[src/logic/metering_cfg_pkg.sv]
package metering_cfg_pkg;

  // register indices; the bus byte address is four times the index
  localparam logic [15:0] SETUP_IDX = 16'hE618;
  localparam logic [15:0] ACCSEL_IDX = 16'hE701;
  localparam logic [31:0] SETUP_ADDR = {14'h0000, SETUP_IDX, 2'h0};
  localparam logic [31:0] ACCSEL_ADDR = {14'h0000, ACCSEL_IDX, 2'h0};

  // measurement_setup fields
  localparam int PERIOD_SEL_LSB = 0;
  localparam int PEAK_SEL_LSB = 2;
  localparam int SETUP_RESV_LSB = 5;
  localparam logic [7:0] SETUP_RESET = 8'h1C;
  localparam logic [7:0] SETUP_WMASK = 8'h1F;

  // accumulation_select fields
  localparam int ACTIVE_MODE_LSB = 0;
  localparam int REACTIVE_MODE_LSB = 2;
  localparam logic [7:0] ACCSEL_RESET = 8'h00;
  localparam logic [7:0] ACCSEL_WMASK = 8'hFF;

  localparam logic [1:0] PERIOD_PHASE_A = 2'h0;
  localparam logic [1:0] PERIOD_PHASE_B = 2'h1;
  localparam logic [1:0] PERIOD_PHASE_C = 2'h2;
  localparam logic [1:0] ACTIVE_SIGNED = 2'h0;
  localparam logic [1:0] ACTIVE_ABSOLUTE = 2'h3;
  localparam logic [1:0] REACTIVE_SIGNED = 2'h0;
  localparam logic [1:0] REACTIVE_BY_ACTIVE = 2'h2;

  localparam int SAMPLE_W = 24;
  localparam int QTY_N = 2;

  typedef enum logic [1:0] {
    ACT_SIGNED,
    ACT_ABS
  } active_mode_e;

  typedef enum logic [1:0] {
    REACT_SIGNED,
    REACT_BY_ACTIVE
  } reactive_mode_e;

  // index 0 total, index 1 fundamental
  typedef struct packed {
    logic [QTY_N-1:0][SAMPLE_W-1:0] active;
    logic [QTY_N-1:0][SAMPLE_W-1:0] reactive;
  } power_sample_s;

endpackage : metering_cfg_pkg

[src/logic/metering_accum_config.sv]
`timescale 1ns/1ps
// Contract
// period source 00/01/10 picks phase A/B/C
// period code 11 acts as phase A
// setup bits 2,3,4 enable peak phases A,B,C
// any peak phase combination allowed together
// every selected phase crossing advances peak window
// setup bits 7:5 reserved, no effect
// active mode 00 accumulates signed
// active codes 01,10 act as signed
// active mode 11 accumulates absolute
// reactive mode 00 at bits 3:2 signed
// reactive code 01 acts as signed
// reactive mode 10 follows active power sign
// reactive code 11 acts as signed
// absolute mode adds magnitude regardless of sign
module metering_accum_config (
  input wire logic clk,
  input wire logic rstn,
  input wire logic ce,
  input wire logic hsel,
  input wire logic [31:0] haddr,
  input wire logic [1:0] htrans,
  input wire logic hwrite,
  input wire logic [2:0] hsize,
  input wire logic [31:0] hwdata,
  input wire logic hready,
  output logic hreadyout,
  output logic hresp,
  output logic [31:0] hrdata,
  input wire logic [2:0] zero_cross,
  input wire logic sample_valid,
  input wire metering_cfg_pkg::power_sample_s sample_in,
  output logic [1:0] line_period_phase_select,
  output logic line_period_zero_cross,
  output logic [2:0] peak_phase_select,
  output logic [1:0] peak_window_advance,
  output logic accum_valid,
  output metering_cfg_pkg::power_sample_s accum_out
);

  localparam int W = metering_cfg_pkg::SAMPLE_W;
  localparam int N = metering_cfg_pkg::QTY_N;
  localparam logic [W-1:0] MAX_POS = {1'b0, {(W-1){1'b1}}};
  localparam logic [W-1:0] MIN_NEG = {1'b1, {(W-1){1'b0}}};

  logic [7:0] setup_reg;
  logic [7:0] setup_next;
  logic [7:0] accsel_reg;
  logic [7:0] accsel_next;
  logic wr_pending_reg;
  logic [31:0] wr_addr_reg;
  logic [31:0] hrdata_next;
  logic [1:0] period_sel;
  metering_cfg_pkg::active_mode_e act_mode;
  metering_cfg_pkg::reactive_mode_e react_mode;
  wire metering_cfg_pkg::power_sample_s accum_next;
  logic addr_phase;

  function automatic logic [1:0] period_decode(input logic [1:0] code);
    // reserved 11 falls back to phase a
    if (code == metering_cfg_pkg::PERIOD_PHASE_B)
      return metering_cfg_pkg::PERIOD_PHASE_B;
    else if (code == metering_cfg_pkg::PERIOD_PHASE_C)
      return metering_cfg_pkg::PERIOD_PHASE_C;
    else
      return metering_cfg_pkg::PERIOD_PHASE_A;
  endfunction : period_decode

  function automatic logic [7:0] reg_read(input logic [31:0] addr,
                                          input logic [7:0] setup,
                                          input logic [7:0] accsel);
    if (addr == metering_cfg_pkg::SETUP_ADDR)
      return setup & metering_cfg_pkg::SETUP_WMASK;
    else if (addr == metering_cfg_pkg::ACCSEL_ADDR)
      return accsel;
    else
      return 8'h00;
  endfunction : reg_read

  // saturating negate: the most negative sample has no positive twin
  function automatic logic [W-1:0] neg_sat(input logic [W-1:0] x);
    if (x == MIN_NEG)
      return MAX_POS;
    else
      return W'(-x);
  endfunction : neg_sat

  function automatic logic [W-1:0] abs_sat(input logic [W-1:0] x);
    if (x[W-1])
      return neg_sat(x);
    else
      return x;
  endfunction : abs_sat

  function automatic logic [1:0] count3(input logic [2:0] v);
    return 2'(v[0]) + 2'(v[1]) + 2'(v[2]);
  endfunction : count3

  // bus slave
  assign addr_phase = hsel && hready && htrans[1];

  always_ff @(posedge clk) begin
    if (!rstn) begin
      wr_pending_reg <= 1'b0;
      wr_addr_reg <= 32'h00000000;
    end else if (ce) begin
      if (hready) begin
        wr_pending_reg <= addr_phase && hwrite;
        wr_addr_reg <= haddr;
      end
    end
  end

  always_comb begin
    setup_next = setup_reg;
    accsel_next = accsel_reg;
    if (wr_pending_reg) begin
      if (wr_addr_reg == metering_cfg_pkg::SETUP_ADDR)
        setup_next = hwdata[7:0] & metering_cfg_pkg::SETUP_WMASK;
      else if (wr_addr_reg == metering_cfg_pkg::ACCSEL_ADDR)
        accsel_next = hwdata[7:0] & metering_cfg_pkg::ACCSEL_WMASK;
    end
  end

  always_ff @(posedge clk) begin
    if (!rstn) begin
      setup_reg <= metering_cfg_pkg::SETUP_RESET;
      accsel_reg <= metering_cfg_pkg::ACCSEL_RESET;
    end else if (ce) begin
      setup_reg <= setup_next;
      accsel_reg <= accsel_next;
    end
  end

  // read from the next values so a read right after a write sees it
  always_comb begin
    hrdata_next = 32'h00000000;
    if (addr_phase && !hwrite)
      hrdata_next = {24'h000000, reg_read(haddr, setup_next, accsel_next)};
  end

  always_ff @(posedge clk) begin
    if (!rstn) begin
      hrdata <= 32'h00000000;
      hreadyout <= 1'b1;
      hresp <= 1'b0;
    end else if (ce) begin
      if (hready)
        hrdata <= hrdata_next;
      hreadyout <= 1'b1;
      hresp <= 1'b0;
    end
  end

  // mode decode
  assign period_sel = period_decode(
    setup_reg[metering_cfg_pkg::PERIOD_SEL_LSB +: 2]);

  always_comb begin
    // reserved active codes behave as signed
    if (accsel_reg[metering_cfg_pkg::ACTIVE_MODE_LSB +: 2] ==
        metering_cfg_pkg::ACTIVE_ABSOLUTE)
      act_mode = metering_cfg_pkg::ACT_ABS;
    else
      act_mode = metering_cfg_pkg::ACT_SIGNED;
    if (accsel_reg[metering_cfg_pkg::REACTIVE_MODE_LSB +: 2] ==
        metering_cfg_pkg::REACTIVE_BY_ACTIVE)
      react_mode = metering_cfg_pkg::REACT_BY_ACTIVE;
    else
      react_mode = metering_cfg_pkg::REACT_SIGNED;
  end

  // phase selection
  always_ff @(posedge clk) begin
    if (!rstn) begin
      line_period_phase_select <= metering_cfg_pkg::PERIOD_PHASE_A;
      line_period_zero_cross <= 1'b0;
      peak_phase_select <= metering_cfg_pkg::SETUP_RESET[4:2];
      peak_window_advance <= 2'h0;
    end else if (ce) begin
      line_period_phase_select <= period_sel;
      line_period_zero_cross <= zero_cross[period_sel];
      // independent enables, any mix at once
      peak_phase_select <=
        setup_reg[metering_cfg_pkg::PEAK_SEL_LSB +: 3];
      // each selected phase that crosses this cycle adds one to the window advance
      peak_window_advance <= count3(zero_cross &
        setup_reg[metering_cfg_pkg::PEAK_SEL_LSB +: 3]);
    end
  end

  // accumulation conditioning
  for (genvar q = 0; q < N; q++) begin : g_qty
    logic [W-1:0] act_c;
    logic [W-1:0] react_c;
    always_comb begin
      act_c = sample_in.active[q];
      react_c = sample_in.reactive[q];
      unique case (act_mode)
        metering_cfg_pkg::ACT_ABS:
          act_c = abs_sat(sample_in.active[q]);
        metering_cfg_pkg::ACT_SIGNED:
          act_c = sample_in.active[q];
      endcase
      unique case (react_mode)
        metering_cfg_pkg::REACT_BY_ACTIVE:
          // sign follows the matching active power, zero counts positive
          react_c = sample_in.active[q][W-1] ?
            neg_sat(sample_in.reactive[q]) :
            sample_in.reactive[q];
        metering_cfg_pkg::REACT_SIGNED:
          react_c = sample_in.reactive[q];
      endcase
    end
    assign accum_next.active[q] = act_c;
    assign accum_next.reactive[q] = react_c;
  end

  always_ff @(posedge clk) begin
    if (!rstn) begin
      accum_valid <= 1'b0;
      accum_out <= '0;
    end else if (ce) begin
      accum_valid <= sample_valid;
      if (sample_valid)
        accum_out <= accum_next;
    end
  end

  // assertions
  a_period_resv: assert property (@(posedge clk)
    disable iff (!rstn)
    ce && setup_reg[1:0] == 2'h3 |=> line_period_phase_select == 2'h0)
    else $error("reserved period code did not fall back to phase a");

  a_period_cross: assert property (@(posedge clk)
    disable iff (!rstn)
    ce && setup_reg[1:0] == 2'h2 && zero_cross[2] |=> line_period_zero_cross)
    else $error("phase c crossing not passed to period measurement");

  a_period_phase_a: assert property (@(posedge clk)
    disable iff (!rstn)
    ce && setup_reg[1:0] == 2'h0 |=> line_period_phase_select == 2'h0)
    else $error("period code 00 did not pick phase a");

  a_period_phase_b: assert property (@(posedge clk)
    disable iff (!rstn)
    ce && setup_reg[1:0] == 2'h1 |=> line_period_phase_select == 2'h1)
    else $error("period code 01 did not pick phase b");

  a_period_phase_c: assert property (@(posedge clk)
    disable iff (!rstn)
    ce && setup_reg[1:0] == 2'h2 |=> line_period_phase_select == 2'h2)
    else $error("period code 10 did not pick phase c");

  a_resv_cross: assert property (@(posedge clk)
    disable iff (!rstn)
    ce && setup_reg[1:0] == 2'h3 |=>
      line_period_zero_cross == $past(zero_cross[0]))
    else $error("reserved period code did not follow phase a crossing");

  a_peak_enables: assert property (@(posedge clk)
    disable iff (!rstn)
    ce |=> peak_phase_select == $past(setup_reg[4:2]))
    else $error("peak phase enables do not follow setup bits");

  a_peak_advance: assert property (@(posedge clk)
    disable iff (!rstn)
    ce && setup_reg[4:2] == 3'h7 && zero_cross == 3'h7 |=>
      peak_window_advance == 2'h3)
    else $error("peak window did not advance by three");

  a_peak_single: assert property (@(posedge clk)
    disable iff (!rstn)
    ce && setup_reg[4:2] == 3'h2 && zero_cross == 3'h7 |=>
      peak_window_advance == 2'h1)
    else $error("single enabled phase did not advance by one");

  a_peak_none: assert property (@(posedge clk)
    disable iff (!rstn)
    ce && (setup_reg[4:2] & zero_cross) == 3'h0 |=>
      peak_window_advance == 2'h0)
    else $error("peak window advanced without a selected crossing");

  a_setup_resv: assert property (@(posedge clk)
    disable iff (!rstn)
    ce && hsel && hready && htrans[1] && !hwrite &&
      haddr == metering_cfg_pkg::SETUP_ADDR |=> hrdata[7:5] == 3'h0)
    else $error("reserved setup bits read nonzero");

  a_active_signed: assert property (@(posedge clk)
    disable iff (!rstn)
    ce && sample_valid && accsel_reg[1:0] != 2'h3 |=>
      accum_out.active == $past(sample_in.active))
    else $error("signed active sample altered");

  a_active_abs: assert property (@(posedge clk)
    disable iff (!rstn)
    ce && sample_valid && accsel_reg[1:0] == 2'h3 |=>
      !accum_out.active[0][W-1] && !accum_out.active[1][W-1])
    else $error("absolute active sample still negative");

  a_active_keep: assert property (@(posedge clk)
    disable iff (!rstn)
    ce && sample_valid && accsel_reg[1:0] == 2'h3 &&
      !sample_in.active[0][W-1] |=>
      accum_out.active[0] == $past(sample_in.active[0]))
    else $error("absolute mode altered a positive sample");

  a_active_min: assert property (@(posedge clk)
    disable iff (!rstn)
    ce && sample_valid && accsel_reg[1:0] == 2'h3 &&
      sample_in.active[0] == MIN_NEG |=> accum_out.active[0] == MAX_POS)
    else $error("most negative active sample did not saturate");

  a_react_flip: assert property (@(posedge clk)
    disable iff (!rstn)
    ce && sample_valid && accsel_reg[3:2] == 2'h2 &&
      sample_in.active[0][W-1] && sample_in.reactive[0] == W'(5) |=>
      accum_out.reactive[0] == W'(-5))
    else $error("reactive sign not reversed for negative active");

  a_react_keep: assert property (@(posedge clk)
    disable iff (!rstn)
    ce && sample_valid && accsel_reg[3:2] == 2'h2 &&
      !sample_in.active[0][W-1] |=>
      accum_out.reactive[0] == $past(sample_in.reactive[0]))
    else $error("reactive sign changed for positive active");

  a_react_fund: assert property (@(posedge clk)
    disable iff (!rstn)
    ce && sample_valid && accsel_reg[3:2] == 2'h2 &&
      sample_in.active[1][W-1] && !sample_in.reactive[1][W-1] &&
      sample_in.reactive[1] != '0 |=> accum_out.reactive[1][W-1])
    else $error("fundamental reactive sign not reversed");

  a_react_signed: assert property (@(posedge clk)
    disable iff (!rstn)
    ce && sample_valid && accsel_reg[3:2] != 2'h2 |=>
      accum_out.reactive == $past(sample_in.reactive))
    else $error("signed reactive sample altered");

  a_accum_hold: assert property (@(posedge clk)
    disable iff (!rstn)
    ce && !sample_valid |=> $stable(accum_out))
    else $error("conditioned sample changed without a valid");

  a_valid_follow: assert property (@(posedge clk)
    disable iff (!rstn)
    ce |=> accum_valid == $past(sample_valid))
    else $error("sample valid not passed on after one cycle");

  a_bus_okay: assert property (@(posedge clk)
    disable iff (!rstn)
    ce |=> hreadyout && !hresp)
    else $error("bus answer not ready and okay");

  a_freeze: assert property (@(posedge clk)
    disable iff (!rstn)
    !ce |=> $stable(setup_reg) && $stable(accsel_reg) &&
      $stable(peak_window_advance))
    else $error("state moved while the clock enable was low");

endmodule : metering_accum_config

[config.mk]
export PLATFORM = sky130hd
export DESIGN_NAME = metering_accum_config
export DESIGN_NICKNAME = d
export VERILOG_FILES = /design/src/logic/metering_cfg_pkg.sv /design/src/logic/metering_accum_config.sv
export SDC_FILE = /design/constraint.sdc
export NUM_CORES = 1
export LEC_CHECK = 0
export ABC_AREA = 0
export ABC_CLOCK_PERIOD_IN_PS = 3550
export BUFFER_PORTS_ARGS = -buffer_cell sky130_fd_sc_hd__buf_2
export CORE_ASPECT_RATIO = 2
export CORE_MARGIN = 2
export CORE_UTILIZATION = 53
export CTS_CLUSTER_DIAMETER = 120
export CTS_CLUSTER_SIZE = 14
export DETAILED_ROUTE_END_ITERATION = 8
export GPL_TIMING_DRIVEN = 0
export PLACE_DENSITY_LB_ADDON = 0.05
export SYNTH_ARGS = -nofsm -noshare
export SYNTH_HDL_FRONTEND = slang
export SYNTH_SLANG_ARGS = --single-unit
export TNS_END_PERCENT = 10
[constraint.sdc]
create_clock -name clk -period 3.55 [get_ports clk]
set_input_delay 0.1775 -clock clk [delete_from_list [all_inputs] [get_ports clk]]
set_output_delay 0.1775 -clock clk [all_outputs]
set_load 0.01 [all_outputs]
==> After elaboration in Yosys (flattened, before gate mapping) <==
Cells that the tools add are included.
{ "word_totals": {"reg_bits": 183, "output_inout_bits": 139, "wordCells": 71, "inputBits": 175} }
{ "classes": {"addsub": 6, "n_eq_ne": 14, "reduce_logical": 9, "muxes": 26, "bitwise_logic": 1, "order_cmp": 1} }
{ "op_table": {"columns": ["op", "count"], "rows": [
  ["24-bit two-way mux", 8],
  ["24-bit case mux with 2 select lines", 4],
  ["32-bit by 18-bit == test with 1-bit output, second input constant", 4],
  ["24-bit == test, second input constant", 4],
  ["24-bit negator", 4],
  ["8-bit two-way mux", 6],
  ["5-bit two-way mux", 2],
  ["2-bit by 1-bit == test with 1-bit output, second input constant", 3],
  ["2-bit == test, second input constant", 3],
  ["1-bit logical AND", 4],
  ["2-bit logical NOT", 2],
  ["2-bit two-way mux", 2],
  ["2-bit AND reduction", 2],
  ["3-bit AND", 1],
  ["2-bit by 3-bit less-than comparator with 1-bit output, second input constant", 1],
  ["1-bit two-way mux", 3],
  ["1-bit by 1-bit adder with 2-bit output", 1],
  ["2-bit by 1-bit adder with 2-bit output", 1],
  ["1-bit binary-select mux with 2-bit select", 1],
  ["1-bit logical NOT", 1]
]} }

==> Logic depth before layout (Yosys ltp) <==
Gate-level depths: netlist of the first run.
{ "depth": {"depth_word": 7, "depth_mapped": 9, "mapped_depth_nobuf": 8} }

==> Worst setup path before layout of the first run <==
No wires, ideal clock.
{ "synth_path": {"path_kind": "input-to-reg", "start": "input port sample_in[26] (netlist bit)", "end": "register accum_out[24] (netlist bit)", "arrival_time_ps": 2242, "t_required_ps": 3484, "path_slack_ps": 1241, "cell_stages": 7, "cell_sequence": "or3_1 > or4_4 > buf_6 > or4_4 > o21a_4 > buf_6 > a21oi_2"} }
{ "synth_between": {"elab_chain_len": 4} }
{ "synth_rtl": {"columns": ["element", "line_no", "source"], "rows": [
  ["start, declared", "metering_accum_config.sv:33", "input wire metering_cfg_pkg::power_sample_s sample_in,"],
  ["24-bit == test", "metering_accum_config.sv:83", "if (x == MIN_NEG)"],
  ["24-bit two-way mux", "metering_accum_config.sv:83", null],
  ["24-bit two-way mux", "metering_accum_config.sv:209", "react_c = sample_in.active[q][W-1] ?"],
  ["24-bit case mux with 2 select lines", "metering_accum_config.sv:206", "unique case (react_mode)"],
  ["end signal, assigned", "metering_accum_config.sv:227", "accum_out <= accum_next;"],
  ["end, declared", "metering_accum_config.sv:39", "output metering_cfg_pkg::power_sample_s accum_out"]
]} }
Every way passes these cells.
A chain may end at the register's enable or synchronous reset.

==> Final worst setup path of the first run <==
{ "layout_path": {"start": "register wr_addr_reg[31]", "end": "register accsel_reg[2]"} }
{ "layout_between": {"elab_chain_len": 4, "word_cells_on_any_way": 5, "classes_between": "eq/ne: 2; mux: 3"} }
{ "layout_rtl": {"columns": ["element", "line_no", "source"], "rows": [
  ["start, declared", "metering_accum_config.sv:52", "logic [31:0] wr_addr_reg;"],
  ["start signal, assigned", "metering_accum_config.sv:110", "wr_addr_reg <= haddr;"],
  ["32-bit by 18-bit == test with 1-bit output", "metering_accum_config.sv:121", "else if (wr_addr_reg == metering_cfg_pkg::ACCSEL_ADDR)"],
  ["8-bit two-way mux", "metering_accum_config.sv:121", null],
  ["8-bit two-way mux *", "metering_accum_config.sv:119", "if (wr_addr_reg == metering_cfg_pkg::SETUP_ADDR)"],
  ["8-bit two-way mux *", "metering_accum_config.sv:118", "if (wr_pending_reg) begin"],
  ["end signal, assigned", "metering_accum_config.sv:129", "accsel_reg <= metering_cfg_pkg::ACCSEL_RESET;"],
  ["end signal, assigned", "metering_accum_config.sv:132", "accsel_reg <= accsel_next;"],
  ["end, declared", "metering_accum_config.sv:49", "logic [7:0] accsel_reg;"]
]} }
Every way passes the cells marked *; elsewhere a longest branch is shown, timed or not.

==> results of run 1 <==
## through the flow
stage               utilization (%)  area [sq um]  setup WS (ns)  instances
finish                         68.4         10300          0.986       1502
global route                   68.4         10300          0.773       1502
CTS                            68.4         10300          0.978       1502
detailed placement             64.5          9760          0.842       1467
global placement               64.5          9760          0.886       1467
floorplan                         -          8220           1.24       1011
## synthesized netlist by cell type (4+ instances only)
master,instances
nor4b_1,7
nor4_1,20
o31ai_1,20
clkbuf_1,55
or3_1,6
nand3_1,11
or4_1,9
xnor2_1,38
o211ai_1,4
ha_1,4
o21ai_0,115
buf_4,26
nand4_1,8
and2_1,11
nor3_1,15
inv_1,12
o41ai_1,6
nand2_1,112
mux2i_1,34
nor2b_1,20
xor2_1,42
nand2b_1,6
o21a_1,5
nor2_1,45
a21oi_1,105
a31oi_1,10
a21boi_0,36
dfxtp_1,159
## how the worst max path moves through the flow
stage | endpoint | from | slack, ns | cells after the start
finish | accsel_reg[2] | wr_addr_reg[31] | 0.99 | 5
global route | accsel_reg[4] | wr_addr_reg[11] | 0.77 | 5
CTS | accsel_reg[2] | wr_addr_reg[31] | 0.98 | 5
detailed placement | accum_out[10] | sample_in[2] | 0.84 | 7
global placement | accum_out[4] | sample_in[2] | 0.89 | 7
floorplan | accum_out[24] | sample_in[26] | 1.24 | 7
## tightest hold or removal path, stage by stage
cell and delay, ns:
buf_2 0.10, nand2_1 0.04, a21boi_0 0.06
## layout make-up
class	instances	area [sq um]
fill	1333	4790
multi-input combinational	754	4550
sequential	159	3180
timing repair buffer	261	1320
clock buffer	19	453
buffer	86	443
tap	198	248
clock inverter	13	104
inverter	12	45.0
## cells by family (layout without fill, tap and decap cells)
kind of cell	Yosys count	in the layout	synth area share [%]
other cells	2	26	0.0923
buf+inv	98	391	6.00
flops	159	159	39.1
compound gates	318	318	22.8
mux	34	34	4.18
simple gates	291	291	18.3
fa+ha+maj	5	5	0.862
xor+xnor	80	80	8.62
## power by group through the flow
stage | clock, uW | combinational (uW) | sequential (uW)
floorplan | 0 | 259 | 1990
global placement | 0 | 563 | 1960
detailed placement | 0 | 573 | 1960
CTS | 1740 | 579 | 1920
global route | 1810 | 641 | 1930
finish | 1720 | 582 | 1920
## layer usage
layer  track usage [%]  wire length [microns]
met5                 0                      0
met4              11.0                    636
met3              5.72                   1750
met2              47.4                  11400
met1              35.1                   9980
==> run metrics, run 1 <==
run status finished, final reports clean; R2R Path Start wr_addr_reg[31]; Synth Flop Type dfxtp_1; Synth top area share approximately two fifths; number of max-cap violations 0; f_max between 300 and 400 MHz; Syn Area/Cell 8.24 sq um; initial antenna violation count 0; max reg flops 96; vias in the first global route 7586; post-route setup TNS 0 ns; post-DP HPWL around 18000 microns; Synth Register Bits between 150 and 200; hold path depth 3; fin crit period 2.56 ns; Synth area leaders dfxtp_1 39%, o21ai_0 7.1%, a21oi_1 6.5%, nand2_1 5.2%, xor2_1 4.5%; Hold EP wr_addr_reg[14]; Syn-to-layout area delta 27.2%; most common cell after layout, fill and taps aside buf_2; Chip Height 179 microns; post_cts resized 0; layout cells sized above 1 25.5%; Antenna Cells 0; Setup Viol. Count Final 0; DR iter-0 viols 364; reg-to-reg slack, setup 0.99 ns; grt ovf 0; cells along the critical path nor4b_1 -> nand4_1 -> nor4_2 -> mux2i_1 -> nor2b_1; Synth Warn # 0; Die W 91.6 microns; Switching Fraction 27.6%; Switching Power between 1000 and 1500 uW; worst vdd ir 0.341 mV; post-synthesis cell count 987; Combinational Power Share 13.8%; register area share after synthesis 39.1%; Placement Rows 64; Yosys cell types 54; Async SR Flop Fraction 0%; die area 16400 sq um; worst-path fanout max 8; Residual DRC 0; delay-heaviest family, CP simple AND/OR/NAND/NOR gates; clk_lat worst skew 0.43 ns; Worst-Margin Slew between 1 and 1.5 ns; Hold Buf Count CTS 3; CTS root buffer clkbuf_16; worst min path class in2reg; CP startpoint kind register; final count of hold timing violations 0; Clock transition at path regs 0.07 ns; commonest cells after routing, fill and taps aside 258 x buf_2, 159 x dfxtp_1, 115 x o21ai_0, 112 x nand2_1, 105 x a21oi_1; Initial Utilization 53.7%; Post-synth EDFFs 0; WL/cell 15.8 microns; Worst path max stage delay about 1.1 ns; setup repair bufs after CTS 0; WP buf/inv 0; CP Class reg2reg; Crit-path slowest cell nor4_2; Final Power 4230 uW; DR vias 8221; area of the core 15100 sq um; Worst setup EP type register; power per cell area 409 nW/um^2; total wire length approximately 24000 microns; Tcrit/Tclk final 72.2%; Cell Area, Synth 8130 sq um; CTS tree done; GRT Util Overall about 28%; Clock Path Buffers 2; first-pass GRT wire length roughly 37000 microns; R2R depth 5; Max Transition Viols Final 0; H-tree depth 4; Lkg Pwr about 0.0042 uW; GPL Wtd Cong 0.924; post-synth top area cell dfxtp_1; DR pass1 iterations 5; Reg power frac a little under half; worst endpoint required time 3.87 ns; crit path DAT 2.89 ns; Ports between 300 and 400; Vias/cell 5.47; RSZ-0062 raised after global routing false; Worst slew margin 17.1%; CTS Buf Count 17; Final ANT Viol Nets 0; Clk network pwr share 40.8%; Clock Skew 0.0108 ns; Hold Slack around 0.011 ns; RR Endpoint accsel_reg[2]; Port Buf Inserts 258; clk sinks 159; min-delay src haddr[14]; largest net degree at the start of global routing 17; Internal 3060 uW; nets@finish 1471
(Power assumes the default switching activity.)
==> run 2, diff against run 1 <==
Settings changed: ABC_CLOCK_PERIOD_IN_PS 3550 to 2700, CORE_UTILIZATION 53 to 50.
Clock period 3.55 ns to 2.7 ns, I/O delays scaled along.
==> run 2 against run 1 <==
  * Routed wire length grew 2.4%
  * Non-clock buffer count increased by 35
  * Sequential share of layout area is 1.3 points lower
  * Clock power increased by 49%
  * Cell area grew 4.4%
  * Die area up 5.8%
  * Combinational power up 38%
  * Clock skew decreased by 0.0026 ns
  * Hold slack got worse by 0.0027 ns
  * Cell count rose by 2.7%
  * Sequential power up 32%
==> run metrics, run 2 (same netlist as run 1, synthesis figures left out) <==
max reg flops 96; Die W 94.2 microns; DR vias 8416; DP Cell Count 1473; layout cells sized above 1 24.9%; R2R depth 6; worst endpoint required time 3.06 ns; vias in the first global route approximately 7.7k; grt ovf 0; number of max-cap violations 0; Worst-Margin Slew approximately 1.1 ns; FILL cells 1468; Hold EP wr_addr_reg[28]; worst-path fanout max 10; Syn-to-layout area delta 32.8%; Clock transition at path regs approximately 0.070 ns; area of the core 16100 sq um; Multi-input gate area between 4000 and 5000 sq um; post-DP HPWL 18200 microns; RR Endpoint hrdata[0]; Vias/cell 5.45; Crit-path slowest cell or4b_2; die area ~17000 sq um; run status finished, final reports clean; power per cell area between 500 and 600 nW/um^2; min-delay src haddr[28]; non-filler cells, final 1543; commonest cells after routing, fill and taps aside 258 x buf_2, 159 x dfxtp_1, 115 x o21ai_0, 112 x nand2_1, 105 x a21oi_1; DR iter-0 viols 440; Placement Rows between 60 and 70; cells along the critical path dlygate4sd3_1 -> buf_2 -> inv_1 -> ha_1 -> or4b_2 -> nand2b_1 -> nor2_1 -> a31oi_1 -> clkbuf_1 -> a21oi_1; Clock Skew 0.00823 ns; CTS tree done; delay-heaviest family, CP simple AND/OR/NAND/NOR gates; Worst slew margin 23.8%; crit path DAT 2.87 ns; Port Buf Inserts about 260; final count of hold timing violations 0; CP startpoint kind primary input; Tcrit/Tclk final 92.7%; worst min path class in2reg; clk sinks 159; WL/cell 15.8 microns; setup repair bufs after CTS 0; fin crit period 2.50 ns; worst vdd ir roughly 0.47 mV; Chip Height 184 microns; Ports 314; FF+latch area between 3000 and 4000 sq um; post-route setup TNS 0 ns; CTS root buffer clkbuf_16; clk_lat worst skew between 0.4 and 0.5 ns; WP buf/inv 4; Final ANT Viol Nets 0; R2R Path Start wr_addr_reg[31]; total wire length 24300 microns; Lkg Pwr around 0.0044 uW; initial antenna violation count 0; CP Class in2reg; largest net degree at the start of global routing 17; Worst setup EP type register; Residual DRC 0; first-pass GRT wire length 37500 microns; Clock Path Buffers 2; nets@finish 1506; DR pass1 iterations 5; hold path depth 3; reg-to-reg slack, setup 0.20 ns; most common cell after layout, fill and taps aside buf_2; RSZ-0062 raised after global routing true; Max Transition Viols Final 0; GPL Wtd Cong 0.863; H-tree depth 4; Initial Utilization 50.5%; CTS Buf Count 17; f_max 400 MHz; Antenna Cells 0; Setup Viol. Count Final 0; GRT Util Overall a little over a quarter; Worst path max stage delay about 0.67 ns; Hold Slack 0.00796 ns
[run 2: cell types whose count changed in the layout (fill, tap and decap cells not counted), sizes merged]
cell and change:
dlygate4sd3 +35, clkinv -2, clkinvlp -2, clkbuf +3
bufinv +3, inv -2
[run 2: worst max path at each step]
stage | end | from | slack (ns) | cells past startpoint
final | accum_out[59] | sample_in[48] | 0.20 | 10
after global routing | accum_out[55] | sample_in[48] | -0.02 | 10
after CTS | accum_out[6] | sample_in[0] | 0.008 | 9
after detailed placement | accum_out[6] | sample_in[2] | -0.02 | 7
after global placement | accum_out[4] | sample_in[2] | 0.05 | 7
after floorplan | accum_out[24] | sample_in[26] | 0.43 | 7
[run 2: worst register-to-register path: stages (launching register included)]
cell	delay, ns
dfxtp_1	0.31
nor4b_1	0.48
nand4_1	0.22
nor4_2	0.81
mux2i_1	0.26
o21ai_0	0.11
o21a_1	0.20
[run 2: metal layers]
layer | global-route usage, % | part of all wire, % | vias to the layer above
met5 | 0 | 0 | -
met4 | 10.3 | 2.5 | 0
met3 | 5.03 | 6.4 | 40
met2 | 44.1 | 48 | 327
met1 | 35.6 | 43 | 3917
li1 | - | - | 4132
[run 2: final cells by class]
cell class	count	area share, %
plain buffers	86	4.11
repair buffers	296	15.5
clock inverters	10	1.40
flip-flops and latches	159	29.5
well taps	204	2.36
clock buffers	22	4.39
multi-input cells	754	42.4
inverters	12	0.417
[run 2: where the power goes]
group          internal [uW]  switching [uW]  leakage (uW)
sequential              2460            62.1       0.00130
clock                   1550            1020      0.000299
combinational            352             450       0.00285
[run 2: repair_timing]
item                       in CTS  in global routing
setup endpoints to repair       1                 35
hold endpoints to repair       38                  0
resized for setup               1                  5
hold buffers                   38                  0
[run 2: metrics by stage]
step | worst slack (ns) | cell area, sq um | utilization (%) | power (uW)
detailed placement | -0.0158 | 9770 | 60.7 | 3330
global placement | 0.0470 | 9770 | 60.7 | 3310
global route | -0.0153 | 10800 | 67.1 | 6110
finish | 0.197 | 10800 | 67.1 | 5890
floorplan | 0.434 | 8220 | - | 2950
CTS | 0.00837 | 10800 | 67.0 | 5930
